File: src/design/hsa_pkg.sv
// Package of constants and types for the two-wire slave and alert interface.
package hsa_pkg;

    localparam int HSA_NUM_ALERT = 52;
    localparam logic [6:0] HSA_ADDR_BASE = 7'h10;
    localparam logic [6:0] HSA_ADDR_MASS = 7'h1F;
    localparam logic [6:0] HSA_ADDR_ARA = 7'h0C;
    localparam logic [7:0] HSA_BYTE_FILL = 8'hFF;
    localparam logic [7:0] HSA_RAM_FIRST = 8'h41;
    localparam logic [7:0] HSA_RAM_LAST = 8'h79;
    localparam logic [1:0] HSA_SEL_LOW = 2'h0;
    localparam logic [1:0] HSA_SEL_OPEN = 2'h1;
    localparam logic [1:0] HSA_SEL_HIGH = 2'h2;
    localparam int HSA_CLK_MHZ = 100;
    localparam int HSA_STUCK_MS = 30;
    localparam int HSA_STUCK_CYC = HSA_STUCK_MS * 1000 * HSA_CLK_MHZ;
    localparam logic [1:0] HSA_PAGE_LIMIT = 2'h2;

    typedef enum logic [2:0] {
        HSA_IDLE = 3'b000,
        HSA_ADDR = 3'b001,
        HSA_WRITE = 3'b010,
        HSA_READ = 3'b011,
        HSA_ARA = 3'b100
    } hsa_state_e;

    // Register access request toward the internal register space.
    typedef struct packed {
        logic wr;
        logic rd;
        logic [7:0] addr;
        logic lsb;
        logic [7:0] data;
    } hsa_req_s;

endpackage

File: src/design/hsa_slave.sv
// Two-wire slave with register addressing, alert response and stuck-bus reset.
`timescale 1ns/1ps
`default_nettype none
module hsa_slave
    import hsa_pkg::*;
(
    // Clock and reset.
    input wire logic i_clk,
    input wire logic i_rst,
    // Bus pins.
    input wire logic i_scl,
    input wire logic i_serial_data_input,
    output logic o_serial_data_output_oe,
    output logic o_alert_n_oe,
    // Address select straps, encoded low, open, high.
    input wire logic [1:0] i_addr_select_high,
    input wire logic [1:0] i_addr_select_low,
    // Control bits.
    input wire logic i_mass_write_en,
    input wire logic i_page_en,
    input wire logic i_conv_done_alert_en,
    input wire logic i_conv_done,
    // Alert terms, each a fault or event bit and its enable.
    input wire logic [HSA_NUM_ALERT-1:0] i_alert_bits,
    input wire logic [HSA_NUM_ALERT-1:0] i_alert_en,
    // Software write to the pending flag.
    input wire logic i_flag_wr,
    input wire logic i_flag_wdata,
    // Register space.
    output hsa_req_s o_req,
    input wire logic [7:0] i_rdata,
    // Status.
    output logic o_alert_pending_flag,
    output logic o_broadcast_mode,
    output logic o_busy
);
    logic scl;
    logic sda;
    logic scl_d;
    logic sda_d;
    hsa_state_e state;
    logic [7:0] shreg;
    logic [3:0] bitcnt;
    logic [7:0] reg_addr;
    logic lsb;
    logic [1:0] count;
    logic cmd_seen;
    logic ack_phase;
    logic drive;
    logic [7:0] tx;
    logic master_nack;
    logic [31:0] stuck;
    logic [HSA_NUM_ALERT-1:0] terms_d;
    logic conv_d;

    // ****************************************
    // Input conditioning
    // ****************************************
    hsa_sync u_sync_scl (.i_clk(i_clk), .i_rst(i_rst), .i_pin(i_scl), .o_level(scl));
    hsa_sync u_sync_sda (.i_clk(i_clk), .i_rst(i_rst), .i_pin(i_serial_data_input), .o_level(sda));

    wire scl_rise = scl & ~scl_d;
    wire scl_fall = ~scl & scl_d;
    wire start_det = scl & scl_d & sda_d & ~sda;
    wire stop_det = scl & scl_d & ~sda_d & sda;

    // ****************************************
    // Address decode
    // ****************************************
    wire bcast = (i_addr_select_high == HSA_SEL_HIGH) && (i_addr_select_low == HSA_SEL_LOW);
    wire [2:0] sel_code =
        (i_addr_select_high == HSA_SEL_LOW && i_addr_select_low == HSA_SEL_LOW) ? 3'h0 :
        (i_addr_select_high == HSA_SEL_LOW && i_addr_select_low == HSA_SEL_OPEN) ? 3'h1 :
        (i_addr_select_high == HSA_SEL_HIGH && i_addr_select_low == HSA_SEL_OPEN) ? 3'h2 :
        (i_addr_select_high == HSA_SEL_LOW && i_addr_select_low == HSA_SEL_HIGH) ? 3'h3 :
        (i_addr_select_high == HSA_SEL_OPEN && i_addr_select_low == HSA_SEL_LOW) ? 3'h4 :
        (i_addr_select_high == HSA_SEL_HIGH && i_addr_select_low == HSA_SEL_HIGH) ? 3'h6 :
        (i_addr_select_high == HSA_SEL_OPEN && i_addr_select_low == HSA_SEL_HIGH) ? 3'h7 : 3'h5;
    wire [6:0] own_addr = HSA_ADDR_BASE | {4'h0, sel_code};
    wire [6:0] rx_addr = shreg[7:1];
    wire rx_read = shreg[0];
    wire hit_own = (rx_addr == own_addr);
    wire hit_mass = i_mass_write_en && (rx_addr == HSA_ADDR_MASS) && !rx_read;
    wire hit_ara = o_alert_pending_flag && (rx_addr == HSA_ADDR_ARA) && rx_read;
    wire is_ram = (reg_addr >= HSA_RAM_FIRST) && (reg_addr <= HSA_RAM_LAST);
    wire over = !i_page_en && (count == HSA_PAGE_LIMIT);
    wire [7:0] rd_byte = over ? HSA_BYTE_FILL : i_rdata;
    wire stuck_clr = scl && !o_serial_data_output_oe;
    wire timeout = (stuck >= HSA_STUCK_CYC - 1);
    wire byte_done = scl_fall && !ack_phase && (bitcnt == 4'h8);
    wire [7:0] byte_in = {shreg[6:0], sda};
    wire [HSA_NUM_ALERT-1:0] terms = i_alert_bits & i_alert_en;
    wire term_rise = |(terms & ~terms_d);
    wire conv_rise = i_conv_done_alert_en && i_conv_done && !conv_d;
    wire [6:0] ara_addr = own_addr;

    // ****************************************
    // Protocol engine
    // ****************************************
    always_ff @(posedge i_clk) begin
        if (i_rst) begin
            scl_d <= 1'b1;
            sda_d <= 1'b1;
            state <= HSA_IDLE;
            shreg <= 8'h00;
            bitcnt <= 4'h0;
            reg_addr <= 8'h00;
            lsb <= 1'b0;
            count <= 2'h0;
            cmd_seen <= 1'b0;
            ack_phase <= 1'b0;
            drive <= 1'b0;
            tx <= 8'h00;
            master_nack <= 1'b0;
            o_serial_data_output_oe <= 1'b0;
            o_req <= '0;
            stuck <= 32'h0;
        end else begin
            scl_d <= scl;
            sda_d <= sda;
            o_req.wr <= 1'b0;
            o_req.rd <= 1'b0;
            // The address output follows the pointer, so read data is settled when a byte loads.
            o_req.addr <= reg_addr;
            o_req.lsb <= lsb;
            stuck <= stuck_clr ? 32'h0 : stuck + 32'h1;
            if (bcast || timeout) begin
                state <= HSA_IDLE;
                o_serial_data_output_oe <= 1'b0;
                drive <= 1'b0;
                ack_phase <= 1'b0;
                stuck <= 32'h0;
            end else if (start_det) begin
                state <= HSA_ADDR;
                bitcnt <= 4'h0;
                ack_phase <= 1'b0;
                drive <= 1'b0;
                o_serial_data_output_oe <= 1'b0;
            end else if (stop_det) begin
                state <= HSA_IDLE;
                drive <= 1'b0;
                o_serial_data_output_oe <= 1'b0;
            end else if (state != HSA_IDLE) begin
                if (scl_rise && !ack_phase) begin
                    shreg <= byte_in;
                    bitcnt <= bitcnt + 4'h1;
                    if ((state == HSA_ARA) && o_serial_data_output_oe == 1'b0 && tx[7] == 1'b0) begin
                        state <= HSA_IDLE;
                    end
                    // Lost arbitration: bus high while we sent a one is fine; we released and saw low.
                    if (state == HSA_ARA && tx[7] && !sda) begin
                        state <= HSA_IDLE;
                    end
                end
                if (scl_rise && ack_phase && drive) begin
                    master_nack <= sda;
                end
                if (byte_done) begin
                    ack_phase <= 1'b1;
                    bitcnt <= 4'h0;
                    o_serial_data_output_oe <= 1'b0;
                    case (state)
                        HSA_ADDR: begin
                            drive <= 1'b0;
                            if (hit_ara) begin
                                state <= HSA_ARA;
                                o_serial_data_output_oe <= 1'b1;
                            end else if (hit_own || hit_mass) begin
                                o_serial_data_output_oe <= 1'b1;
                                state <= rx_read ? HSA_READ : HSA_WRITE;
                                count <= 2'h0;
                                lsb <= 1'b0;
                                if (!rx_read) begin
                                    cmd_seen <= 1'b0;
                                end
                            end else begin
                                state <= HSA_IDLE;
                            end
                        end
                        HSA_WRITE: begin
                            drive <= 1'b0;
                            if (!cmd_seen) begin
                                reg_addr <= shreg;
                                cmd_seen <= 1'b1;
                                o_serial_data_output_oe <= 1'b1;
                            end else if (over) begin
                                state <= HSA_IDLE;
                            end else begin
                                o_serial_data_output_oe <= 1'b1;
                                o_req <= '{wr: 1'b1, rd: 1'b0, addr: reg_addr, lsb: lsb, data: shreg};
                                count <= count + 2'h1;
                                if (!is_ram || lsb) begin
                                    reg_addr <= reg_addr + 8'h01;
                                end
                                lsb <= is_ram && !lsb;
                            end
                        end
                        default: begin
                            drive <= 1'b1;
                        end
                    endcase
                end else if (scl_fall && ack_phase) begin
                    ack_phase <= 1'b0;
                    o_serial_data_output_oe <= 1'b0;
                    if (state == HSA_READ && !(drive && master_nack)) begin
                        // Load next read byte, MSB out on this low phase.
                        tx <= rd_byte;
                        o_serial_data_output_oe <= ~rd_byte[7];
                        o_req <= '{wr: 1'b0, rd: 1'b1, addr: reg_addr, lsb: lsb, data: 8'h00};
                        if (!over) begin
                            count <= count + 2'h1;
                            if (!is_ram || lsb) begin
                                reg_addr <= reg_addr + 8'h01;
                            end
                            lsb <= is_ram && !lsb;
                        end
                        drive <= 1'b1;
                    end else if (state == HSA_ARA && !drive) begin
                        tx <= {ara_addr, 1'b0};
                        o_serial_data_output_oe <= ~ara_addr[6];
                        drive <= 1'b1;
                    end else if (drive) begin
                        state <= HSA_IDLE;
                        drive <= 1'b0;
                    end
                end else if (scl_fall && !ack_phase) begin
                    if (drive) begin
                        tx <= {tx[6:0], 1'b1};
                        o_serial_data_output_oe <= ~tx[6];
                    end
                end
            end
        end
    end

    // ****************************************
    // Alert generation
    // ****************************************
    wire ara_won = (state == HSA_ARA) && drive && byte_done;
    always_ff @(posedge i_clk) begin
        if (i_rst) begin
            terms_d <= '0;
            conv_d <= 1'b0;
            o_alert_pending_flag <= 1'b0;
            o_alert_n_oe <= 1'b0;
            o_broadcast_mode <= 1'b0;
            o_busy <= 1'b0;
        end else begin
            terms_d <= terms;
            conv_d <= i_conv_done;
            o_broadcast_mode <= bcast;
            o_busy <= (state != HSA_IDLE);
            if (term_rise || conv_rise || (i_flag_wr && i_flag_wdata)) begin
                o_alert_pending_flag <= 1'b1;
            end else if (ara_won || (i_flag_wr && !i_flag_wdata)) begin
                o_alert_pending_flag <= 1'b0;
            end
            o_alert_n_oe <= o_alert_pending_flag;
        end
    end

    // ****************************************
    // Checks
    // ****************************************
    // The clock line is only an input here.
    stuck_release_a: assert property (@(posedge i_clk) disable iff (i_rst)
        timeout |=> !o_serial_data_output_oe && state == HSA_IDLE) else $error("stuck bus not released");
    timer_clear_a: assert property (@(posedge i_clk) disable iff (i_rst)
        stuck_clr && !timeout |=> stuck == 32'h0) else $error("stuck timer not cleared");
    term_sets_flag_a: assert property (@(posedge i_clk) disable iff (i_rst)
        term_rise |=> o_alert_pending_flag) else $error("alert term lost");
    alert_follows_a: assert property (@(posedge i_clk) disable iff (i_rst)
        o_alert_pending_flag |=> o_alert_n_oe) else $error("alert pin not driven");
    bcast_idle_a: assert property (@(posedge i_clk) disable iff (i_rst)
        bcast |=> state == HSA_IDLE && !o_serial_data_output_oe) else $error("slave active in broadcast");
    start_addr_a: assert property (@(posedge i_clk) disable iff (i_rst)
        start_det && !bcast && !timeout |=> state == HSA_ADDR && bitcnt == 4'h0) else $error("start missed");
    stop_idle_a: assert property (@(posedge i_clk) disable iff (i_rst)
        stop_det && !start_det && !bcast |=> state == HSA_IDLE) else $error("stop missed");
    sw_set_a: assert property (@(posedge i_clk) disable iff (i_rst)
        i_flag_wr && i_flag_wdata |=> o_alert_pending_flag) else $error("flag write lost");
    conv_set_a: assert property (@(posedge i_clk) disable iff (i_rst)
        conv_rise |=> o_alert_pending_flag) else $error("conversion alert lost");
endmodule // hsa_slave
`default_nettype wire

File: src/design/hsa_sync.sv
// Three-stage synchroniser with agreement filter for one pin.
`timescale 1ns/1ps
`default_nettype none
module hsa_sync (
    // Clock and reset.
    input wire logic i_clk,
    input wire logic i_rst,
    // Pin and filtered level.
    input wire logic i_pin,
    output logic o_level
);
    logic s1;
    logic s2;
    logic s3;

    // A change is taken once the second and third stages agree.
    always_ff @(posedge i_clk) begin
        if (i_rst) begin
            s1 <= 1'b1;
            s2 <= 1'b1;
            s3 <= 1'b1;
            o_level <= 1'b1;
        end else begin
            s1 <= i_pin;
            s2 <= s1;
            s3 <= s2;
            if (s2 == s3) begin
                o_level <= s3;
            end
        end
    end
endmodule // hsa_sync
`default_nettype wire

File: config.mk
export PLATFORM = sky130hd
export DESIGN_NAME = hsa_slave
export DESIGN_NICKNAME = d
export VERILOG_FILES = /design/src/design/hsa_pkg.sv /design/src/design/hsa_slave.sv /design/src/design/hsa_sync.sv
export SDC_FILE = /design/constraint.sdc
export NUM_CORES = 1
export LEC_CHECK = 0
export BUFFER_PORTS_ARGS = -buffer_cell sky130_fd_sc_hd__buf_2
export CORE_MARGIN = 10
export CORE_UTILIZATION = 54
export DETAILED_ROUTE_END_ITERATION = 16
export HOLD_SLACK_MARGIN = 0.06
export PLACE_DENSITY = 0.8
export SLEW_MARGIN = 20
export SYNTH_ARGS = -nofsm -noshare
export SYNTH_HDL_FRONTEND = slang
export SYNTH_SLANG_ARGS = --single-unit
File: constraint.sdc
create_clock -name i_clk -period 3 [get_ports i_clk]
set_input_delay 0.6 -clock i_clk [delete_from_list [all_inputs] [get_ports i_clk]]
set_output_delay 0.6 -clock i_clk [all_outputs]
set_load 0.005 [all_outputs]
* Word-level counts from Yosys, hierarchy flattened
Cells that the tools add are included.
** Operators by class
- Add/subtract/negate cells :: 4
- Multipliers :: 0
- Divide/modulo/power cells :: 0
- Order comparisons :: 3
- Equal/unequal tests :: 27
- Shift-type cells :: 0
- Muxes and demuxes :: 91
- Bitwise gates (word level) :: 23
- Reductions and logical operators :: 84
** Operators by type and width (number)
- $and 52x52->52 :: 2
- $mux 8 :: 13
- $mux 19 :: 4
- $mux 17 :: 4
- $not 52->52 :: 1
- $reduce_or 52->1 :: 1
- $mux 3 :: 15
- $mux 18 :: 2
- $logic_and 1x1->1 :: 35
- $add 32x1->32 const B :: 1
- $ge 32x22->1 const B :: 1
- $mux 1 :: 32
- $mux 2 :: 11
- $mux 4 :: 5
- $reduce_and 9->1 :: 2
- $reduce_bool 3->1 :: 5
- $reduce_bool 2->1 :: 7
- $not 1->1 :: 13
- $ne 2x2->1 const B :: 6
- $logic_not 1->1 :: 11
- $reduce_and 10->1 :: 1
- $reduce_and 5->1 :: 2
- $ne 3x3->1 const B :: 3
- $add 8x1->8 const B :: 1
- other kinds (31) :: 54
** Word-level totals
- Bits in registers :: 157
- Bits in latches :: 0
- Bits in writable memories :: 0
- Bits in read-only memories :: 0
- Output and inout port bits :: 24
- Logic and storage cells :: 267
- Memories :: 0

* Depth between registers and ports, before layout
Gate-level depths: netlist of run 1.
- Depth in word-level cells :: 18
- Gate-level depth with buffers :: 11

* By module
A second synthesis of run 1 with hierarchy kept.
** Unflattened totals
- Cells, all modules :: 751
- Area total of the unflattened synthesis :: 6386.1 µm²
** By module, submodules not included
- hsa_slave :: instances 1, cells each 731, area an instance 6155.9 µm²
- hsa_sync :: instances 2, cells each 10, area an instance 115.1 µm²

* Worst setup path before layout of run 1
Ideal clock, no wire load.
- Path type :: reg-to-reg
- Start point :: reg bitcnt[0]
- End point :: reg tx[5]
- Setup time :: 0.128 ns
- Data arrival time :: 2.066 ns
- Path slack :: 0.806 ns
- Cell stages (with the launch flop) :: 12
- Buffers on the path :: 3
- Period minus slack after synthesis :: 2.194 ns
- Cells stage by stage :: dfxtp_1 -> inv_1 -> ha_1 -> and4b_1 -> clkbuf_1 -> and2_1 -> a2111oi_0 -> and3_1 -> buf_2 -> buf_2 -> mux2i_1 -> nor2_1
** On the way
- Longest elaborated chain between the ends :: 4
** Ends and longest elaborated chain
- from (decl) :: RTL line hsa_slave.sv:43 : logic [3:0] bitcnt;
- from (signal assigned) :: RTL line hsa_slave.sv:146 : bitcnt <= bitcnt + 4'h1;
- $eq 4x4->1 :: RTL line hsa_slave.sv:90 : wire byte_done = scl_fall && !ack_phase && (bitcnt == 4'h8);
- $logic_and 1x1->1 :: RTL line hsa_slave.sv:90
- $not 1->1 (no source line)
- $reduce_and 8->1 (no source line)
- to (signal assigned) :: RTL line hsa_slave.sv:207 : tx <= rd_byte;
- to (signal assigned) :: RTL line hsa_slave.sv:219 : tx <= {ara_addr, 1'b0};
- to (signal assigned) :: RTL line hsa_slave.sv:228 : tx <= {tx[6:0], 1'b1};
- to (decl) :: RTL line hsa_slave.sv:50 : logic [7:0] tx;
Every way passes these cells.
A chain may end at the register's enable or synchronous reset.

* Worst setup path after layout of run 1
- Start point :: reg state[0]
- End point :: reg tx[4]
** On the way
- Longest elaborated chain between the ends :: 4
- Elaborated cells on any way between the ends :: 9
** Ends and longest elaborated chain
- from (decl) :: RTL line hsa_slave.sv:41 : hsa_state_e state;
- from (signal assigned) :: RTL line hsa_slave.sv:170 : state <= rx_read ? HSA_READ : HSA_WRITE;
- $eq 3x2->1 / $eq 3x3->1 (equally long branches) :: RTL line hsa_slave.sv:205, hsa_slave.sv:218
- $logic_and 1x1->1 (on tied branches) :: RTL line hsa_slave.sv:205, hsa_slave.sv:218
- $ne 3x1->1 (no source line) / $mux 8 (equally long branches)
- $reduce_and 8->1 (no source line) / $mux 8 (equally long branches)
Parallel ways exist; a longest one is shown, timed or not.

==> key figures, run 1 <==
Clock network
  – Buffer count from post-CTS setup fixing: 0
  – CTS max path bufs: 2
  – Post-cts hold buffer count: 0
  – Worst skew pair latency: 0.42 ns
  – Clock Pin Slew Worst Setup and Hold Paths: 0.06 ns
  – Post-cts repair resize count: 0
  – Root Buffer: clkbuf_16
  – CTS tree: done
  – CTS sink cnt: 157
  – Total CTS buffers: 17
  – Htree depth: 4

Yosys
  – Synth warnings: 0
  – Seq/Total Area, Yosys: 48.09%
  – Synthesized flop and latch total: 157
  – Post-Synthesis Cells: 779
  – Post-Synth Simple-Gate Area: 27.91%
  – Top post-synthesis cells by area: dfxtp_1 (48%), nor2_1 (7.8%), nand2_1 (6.1%)
  – Synth cell count leaders: dfxtp_1 (157), nor2_1 (136), nand2_1 (106), nand3_1 (31), clkbuf_1 (30)
  – EDFF count, synth: 0
  – Main combinational cell family by area after synthesis: simple AND/OR/NAND/NOR gates
  – Asr flop ratio synth: 0%
  – Syn Area/Cell: 8.391 um2
  – Top-count cell post-synth: dfxtp_1
  – Post-synth design cell area: 6536 um2
  – Share of the synthesized area in the top cell type: between 40% and 50%
  – Main synth FF type: dfxtp_1
  – Post-synthesis xor/xnor area fraction: 2.948%
  – Compound-Gate Fraction of Synth Area: around 15%
  – Mux contribution to synthesized area: roughly 1.9%
  – Leading area contributor after synthesis: dfxtp_1
  – Synthesized-area fraction occupied by adder cells: 1.340%
  – Count of cell types in the netlist: between 60 and 70

Floorplanning
  – Initial Util: 54.87%
  – CORE AREA: 11910 um2
  – Std-Cell Rows: 40
  – Die Area: 16910 um2
  – I/O pin cnt: 150
  – Die width: ~130 um
  – Die height: 130.0 um

STA
  – Worst slew pin tran: 0.6912 ns
  – Final critical-path required period: 2.540 ns
  – RSZ-0062 raised after global routing: false
  – Fmax achieved: 0.3938 GHz
  – Fin. Hold Viols: 0
  – Worst clock skew: 0.008068 ns
  – Final worst path period share: 84.65%
  – # setup viols final: 0
  – Setup_tns: 0 ns
  – Slew headroom: a little over half
  – Fin. max-slew vios: 0

Critical path
  – Arr. time, crit path: 2.86 ns
  – Crit-path cells: or3_1 -> o21ai_1 -> a211oi_2 -> and3_1 -> nor2_1 -> a311oi_1
  – CP Data Required Time: 3.32 ns
  – Worst-path maximum fanout: 15
  – CP max stage delay: 0.59 ns
  – Setup crit start kind: flop
  – CP endpoint kind: flop
  – Crit Path Class: flop to flop
  – Critical-path top delay cell: and3_1
  – Flop2flop setup slack: 0.46 ns

Drt
  – Overall routed net length: 17230 um
  – Drt drc: 0
  – Via Count: 6070
  – DRT iter0 DRCs: 449
  – ANT nets after route: 0
  – Vias per Instance: 5.564
  – DRT Pass-1 Iters: 5
  – Routed WL per cell: between 15 and 20 um

Power
  – Sequential share of power: a little under half
  – Clock power frac: 47.6%
  – Internal: about 3500 uW
  – VDD IR max: about 0.00036 V
  – Sw Pwr: 973.3 uW
  – Logic pwr share: 4.7%
  – Leakage: 0.003352 uW
  – Switching Share: 21.72%
  – Cell Pwr Density: 557.3 nW/um2

Finish
  – Filler Cell Count: 997
  – Layout cells sized above 1: 21.50%
  – Area delta synth->final: 23.01%
  – # diodes: 0
  – Finished Core Util: 67.50%
  – Nets: about 1100

Placed design
  – Final GP Congestion: roughly 0.89
  – IO Port Bufs: 149
  – Estimated wirelength of the detail-placed design: 12670 um

GRT
  – GRT Overall Usage: 20.74%
  – First-pass GRT wire length: 28470 um
  – Initial antenna violation count: 0
  – Largest net degree at the start of global routing: 71
  – Total grt overflow: 0
  – Vias in the first global route: 6152

Status
  – Status: finished clean

Min path
  – Hold Path Class: input pin to flop

Job
  – Max_cap viols: 0
[flip-flops by register name, indices dropped and copies added (netlist names), 2 cells and up]
register  cells
o_req        19
tx            8
stuck        32
terms_d      52
shreg         8
bitcnt        4
state         3
count         2
reg_addr      8
[layout make-up]
| class | instances | area [um2] | share of cell area [%] |
|---|---|---|---|
| Clock buffer | 21 | 460.4 | 5.727 |
| Clock inverter | 11 | 133.9 | 1.665 |
| Inverter | 13 | 48.80 | 0.6069 |
| Multi-Input combinational cell | 581 | 3232 | 40.20 |
| Sequential cell | 157 | 3143 | 39.09 |
| Tap cell | 147 | 183.9 | 2.288 |
| Timing Repair Buffer | 161 | 838.3 | 10.43 |
[cell families after synthesis]
logic type | Yosys count
and+or+nand+nor | 386
DFF | 157
AOI/OAI and AO/OA | 144
buffers and inverters | 50
xor gates and xnor gates | 22
muxes | 12
adders and majority gates | 7
other | 1
[worst max-delay path: cells and delay by family, from the launching register on]
kind | cells | cell delay (ns)
AOI/OAI and AO/OA | 3 | 1.02
and+or+nand+nor | 3 | 0.93
DFF | 1 | 0.49
[metal layers]
layer	part of all wire [%]	routed length (um)	vias to the layer above	global-route usage, %
li1	-	-	3035	-
met1	42	7278	2749	24.12
met2	47	8115	245	33.89
met3	7.5	1290	41	6.329
met4	3.2	549	0	10.52
met5	0	0	-	0
[power by group through the flow]
stage / Combinational (uW) / Sequential, uW / Clock [uW]
2_1_floorplan: 97.8 / 2180 / 0
3_3_place_gp: 207 / 2180 / 0
3_5_place_dp: 211 / 2180 / 0
4_1_cts: 212 / 2140 / 2160
5_1_grt: 238 / 2140 / 2250
6_report: 210 / 2140 / 2130
[through the flow]
stage | area (um2) | worst slack, ns | total power (uW) | hold WS [ns] | cells
floorplan | 6570 | 0.8062 | 2279 | 0.3895 | 788
global placement | 7446 | 0.3798 | 2391 | 0.3946 | 1059
detailed placement | 7446 | 0.2703 | 2396 | 0.3997 | 1059
CTS | 8040 | 0.5352 | 4513 | 0.3672 | 1091
global route | 8040 | 0.3163 | 4634 | 0.3814 | 1091
finish | 8040 | 0.4605 | 4481 | 0.3744 | 1091
[cells in the final DEF, fill, tap and decap left out, types with 4 or more instances in the layout]
cell,n
a211oi_1,7
a21oi_1,21
a22oi_1,4
a311oi_1,6
a31oi_1,5
and2_1,5
and3_1,16
buf_2,148
buf_4,13
clkbuf_16,17
clkinvlp_4,4
conb_1,10
dfxtp_1,157
ha_1,7
inv_1,13
mux2i_1,11
nand2_1,106
nand2b_1,7
nand3_1,31
nand4_1,7
nand4b_1,5
nor2_1,136
nor2b_1,12
nor3_1,14
nor3b_1,4
nor4_1,9
o2111ai_1,7
o211ai_1,4
o21ai_0,19
o21ai_1,13
o22ai_1,28
or2_2,8
or3_1,6
or4_1,4
xnor2_1,9
xor2_1,13
[final timing paths]
check,depth (start not counted),from,end
max reg2reg,6,state[0],tx[4]
min reg2reg,1,u_sync_scl.s1,u_sync_scl.s2
min,2,i_serial_data_input,u_sync_sda.s1
max,6,state[0],tx[4]
Note: power is estimated with default switching activity, not from simulation.
==> run 2: changes to the inputs <==
--- a/config.mk
+++ b/config.mk
@@ -7,10 +7,10 @@
 export LEC_CHECK = 0
 export BUFFER_PORTS_ARGS = -buffer_cell sky130_fd_sc_hd__buf_2
 export CORE_MARGIN = 10
-export CORE_UTILIZATION = 54
+export CORE_UTILIZATION = 49
 export DETAILED_ROUTE_END_ITERATION = 16
 export HOLD_SLACK_MARGIN = 0.06
-export PLACE_DENSITY = 0.8
+export PLACE_DENSITY = 0.76
 export SLEW_MARGIN = 20
 export SYNTH_ARGS = -nofsm -noshare
 export SYNTH_HDL_FRONTEND = slang
==> constraint.sdc (replaced) <==
create_clock -name i_clk -period 2.1 [get_ports i_clk]
set_input_delay 0.42 -clock i_clk [delete_from_list [all_inputs] [get_ports i_clk]]
set_output_delay 0.42 -clock i_clk [all_outputs]
set_load 0.005 [all_outputs]
==> key figures, run 2 (synthesis results as in run 1) <==
Status
  – Status: finished with violations
  – Failing checks: setup timing

Drt
  – Drt drc: 0
  – DRT Pass-1 Iters: 5
  – DRT iter0 DRCs: 555
  – Routed WL per cell: between 15 and 20 um
  – Via Count: around 6600
  – Vias per Instance: 5.480
  – Overall routed net length: 19590 um
  – ANT nets after route: 0

Critical path
  – Arr. time, crit path: 2.42 ns
  – Crit path to: o_req[0]
  – Crit Path Class: flop to flop
  – CP max stage delay: about 0.44 ns
  – CP endpoint kind: flop
  – Setup crit start kind: flop
  – R2R depth: 9
  – Worst path buffer plus inverter count: 3
  – Worst-path maximum fanout: 16
  – Reg2reg end: o_req[0]
  – Cell family with most CP delay: compound AO/OA/AOI/OAI gates
  – Flop2flop setup slack: -0.0007 ns
  – Worst r2r src: stuck[21]
  – WP depth: 9
  – Crit-path cells: a211oi_2 -> buf_4 -> nand4_1 -> a211oi_4 -> buf_4 -> nand4_1 -> buf_6 -> nand3_1 -> o21ai_2
  – CP Data Required Time: roughly 2.4 ns
  – Critical-path top delay cell: a211oi_4
  – Crit. Startpoint: stuck[21]

Power
  – Leakage: ~0.0039 uW
  – VDD IR max: 0.0004996 V
  – Cell Pwr Density: 724.7 nW/um2

Floorplanning
  – Die width: 135.5 um
  – Die height: 135.5 um
  – Die Area: approximately 18000 um2
  – CORE AREA: 13140 um2
  – Std-Cell Rows: 42
  – Initial Util: 49.75%
  – I/O pin cnt: 150

Finish
  – Nets: 1143
  – Area delta synth->final: 39.41%
  – Filler Cell Count: 1015
  – Biggest register: terms_d
  – Layout cells sized above 1: 32.45%
  – Largest register FFs: between 50 and 60
  – Sequential Area: 3148 um2
  – Most frequent cells in the layout: dfxtp_1 (153), buf_2 (148), nor2_1 (133)
  – Biggest regs: terms_d x52, stuck x32, o_req x19
  – Most common cell after layout, fill and taps aside: dfxtp_1
  – Multi-input gate area: approximately 3500 um2
  – Final Instance Area: 9112 um2

Clock network
  – Post-cts hold buffer count: 0
  – CTS max path bufs: 2
  – CTS tree: done
  – Root Buffer: clkbuf_16
  – Htree depth: 4
  – Worst skew pair latency: between 0.4 and 0.5 ns
  – Clock Pin Slew Worst Setup and Hold Paths: ~0.060 ns
  – Total CTS buffers: 17
  – CTS sink cnt: about 160

STA
  – Fin. max-slew vios: 0
  – Worst slew pin tran: 0.6174 ns
  – Fin. Hold Viols: 0
  – Slew headroom: 58.32%
  – Setup_tns: -0.0006777 ns
  – RSZ-0062 raised after global routing: true
  – # setup viols final: 1
  – Fmax achieved: 0.4760 GHz
  – Setup ws final: -0.0006777 ns
  – Final critical-path required period: 2.101 ns
  – Worst clock skew: ~0.011 ns
  – Final worst path period share: 100.0%

GRT
  – Initial antenna violation count: 0
  – GRT Overall Usage: 20.59%
  – Largest net degree at the start of global routing: 75
  – Vias in the first global route: 6518
  – Total grt overflow: 0
  – First-pass GRT wire length: 30810 um

Job
  – Max_cap viols: 0

Min path
  – HP Start: i_scl
  – Hold Path Class: input pin to flop

Placed design
  – Estimated wirelength of the detail-placed design: 14050 um
  – Final GP Congestion: 0.9366
  – Post-DP Area: 8095 um2
  – IO Port Bufs: ~150
run 2: cell types whose count changed in the layout (fill, tap and decap cells not counted), moves of 5 or more:
cell / before / now
buf_12: 0 / 6
nand3_1: 31 / 26
buf_6: 0 / 7
buf_4: 13 / 78
run 2: power by group:
group	switching [uW]	internal [uW]	total (uW)
combinational	165	166	331
clock	1240	1980	3220
sequential	18.6	3040	3060
total	1420	5180	6600
run 2: worst min path at each step:
stage                          to  cells past startpoint
floorplan           u_sync_scl.s2                      1
global placement    u_sync_sda.s2                      1
detailed placement  u_sync_sda.s2                      1
CTS                 u_sync_scl.s1                      2
global route        u_sync_scl.s1                      2
finish              u_sync_scl.s1                      2
run 2: cell type report:
type / count / share of cell area, %
Antenna cell: 1 / 0.02746
Clock buffer: 21 / 5.163
Clock inverter: 11 / 1.703
Inverter: 13 / 0.5355
Multi-Input combinational cell: 581 / 38.60
Sequential cell: 157 / 34.55
Tap cell: 176 / 2.417
Timing Repair Buffer: 240 / 17.01
run 2: what timing repair did:
item,4_1_cts,5_1_grt
pin swaps,7,23
gates cloned,0,1
setup buffers,0,5
resized for setup,9,62
endpoints found under the setup margin,15,64
run 2: stage by stage:
step	cells	hold slack (ns)	utilization [%]	total power, uW	setup WS, ns
3_3_place_gp	1161	0.3960	61.62	3437	-0.1260
5_1_grt	1199	0.1788	69.34	6810	-0.1125
2_1_floorplan	788	0.3895	-	3255	-0.001667
4_1_cts	1193	0.1795	66.69	6641	-0.009854
3_5_place_dp	1161	0.4000	61.62	3445	-0.1450
6_report	1200	0.1867	69.36	6604	-0.0006777
run 2: layer usage:
metal  share of wire [%]  up-vias  GRT usage, %
met5                   0        -             0
met4                 2.3        0         8.852
met3                 8.8       37         6.454
met2                  48      318         34.29
met1                  41     3015         23.88
li1                    -     3206             -
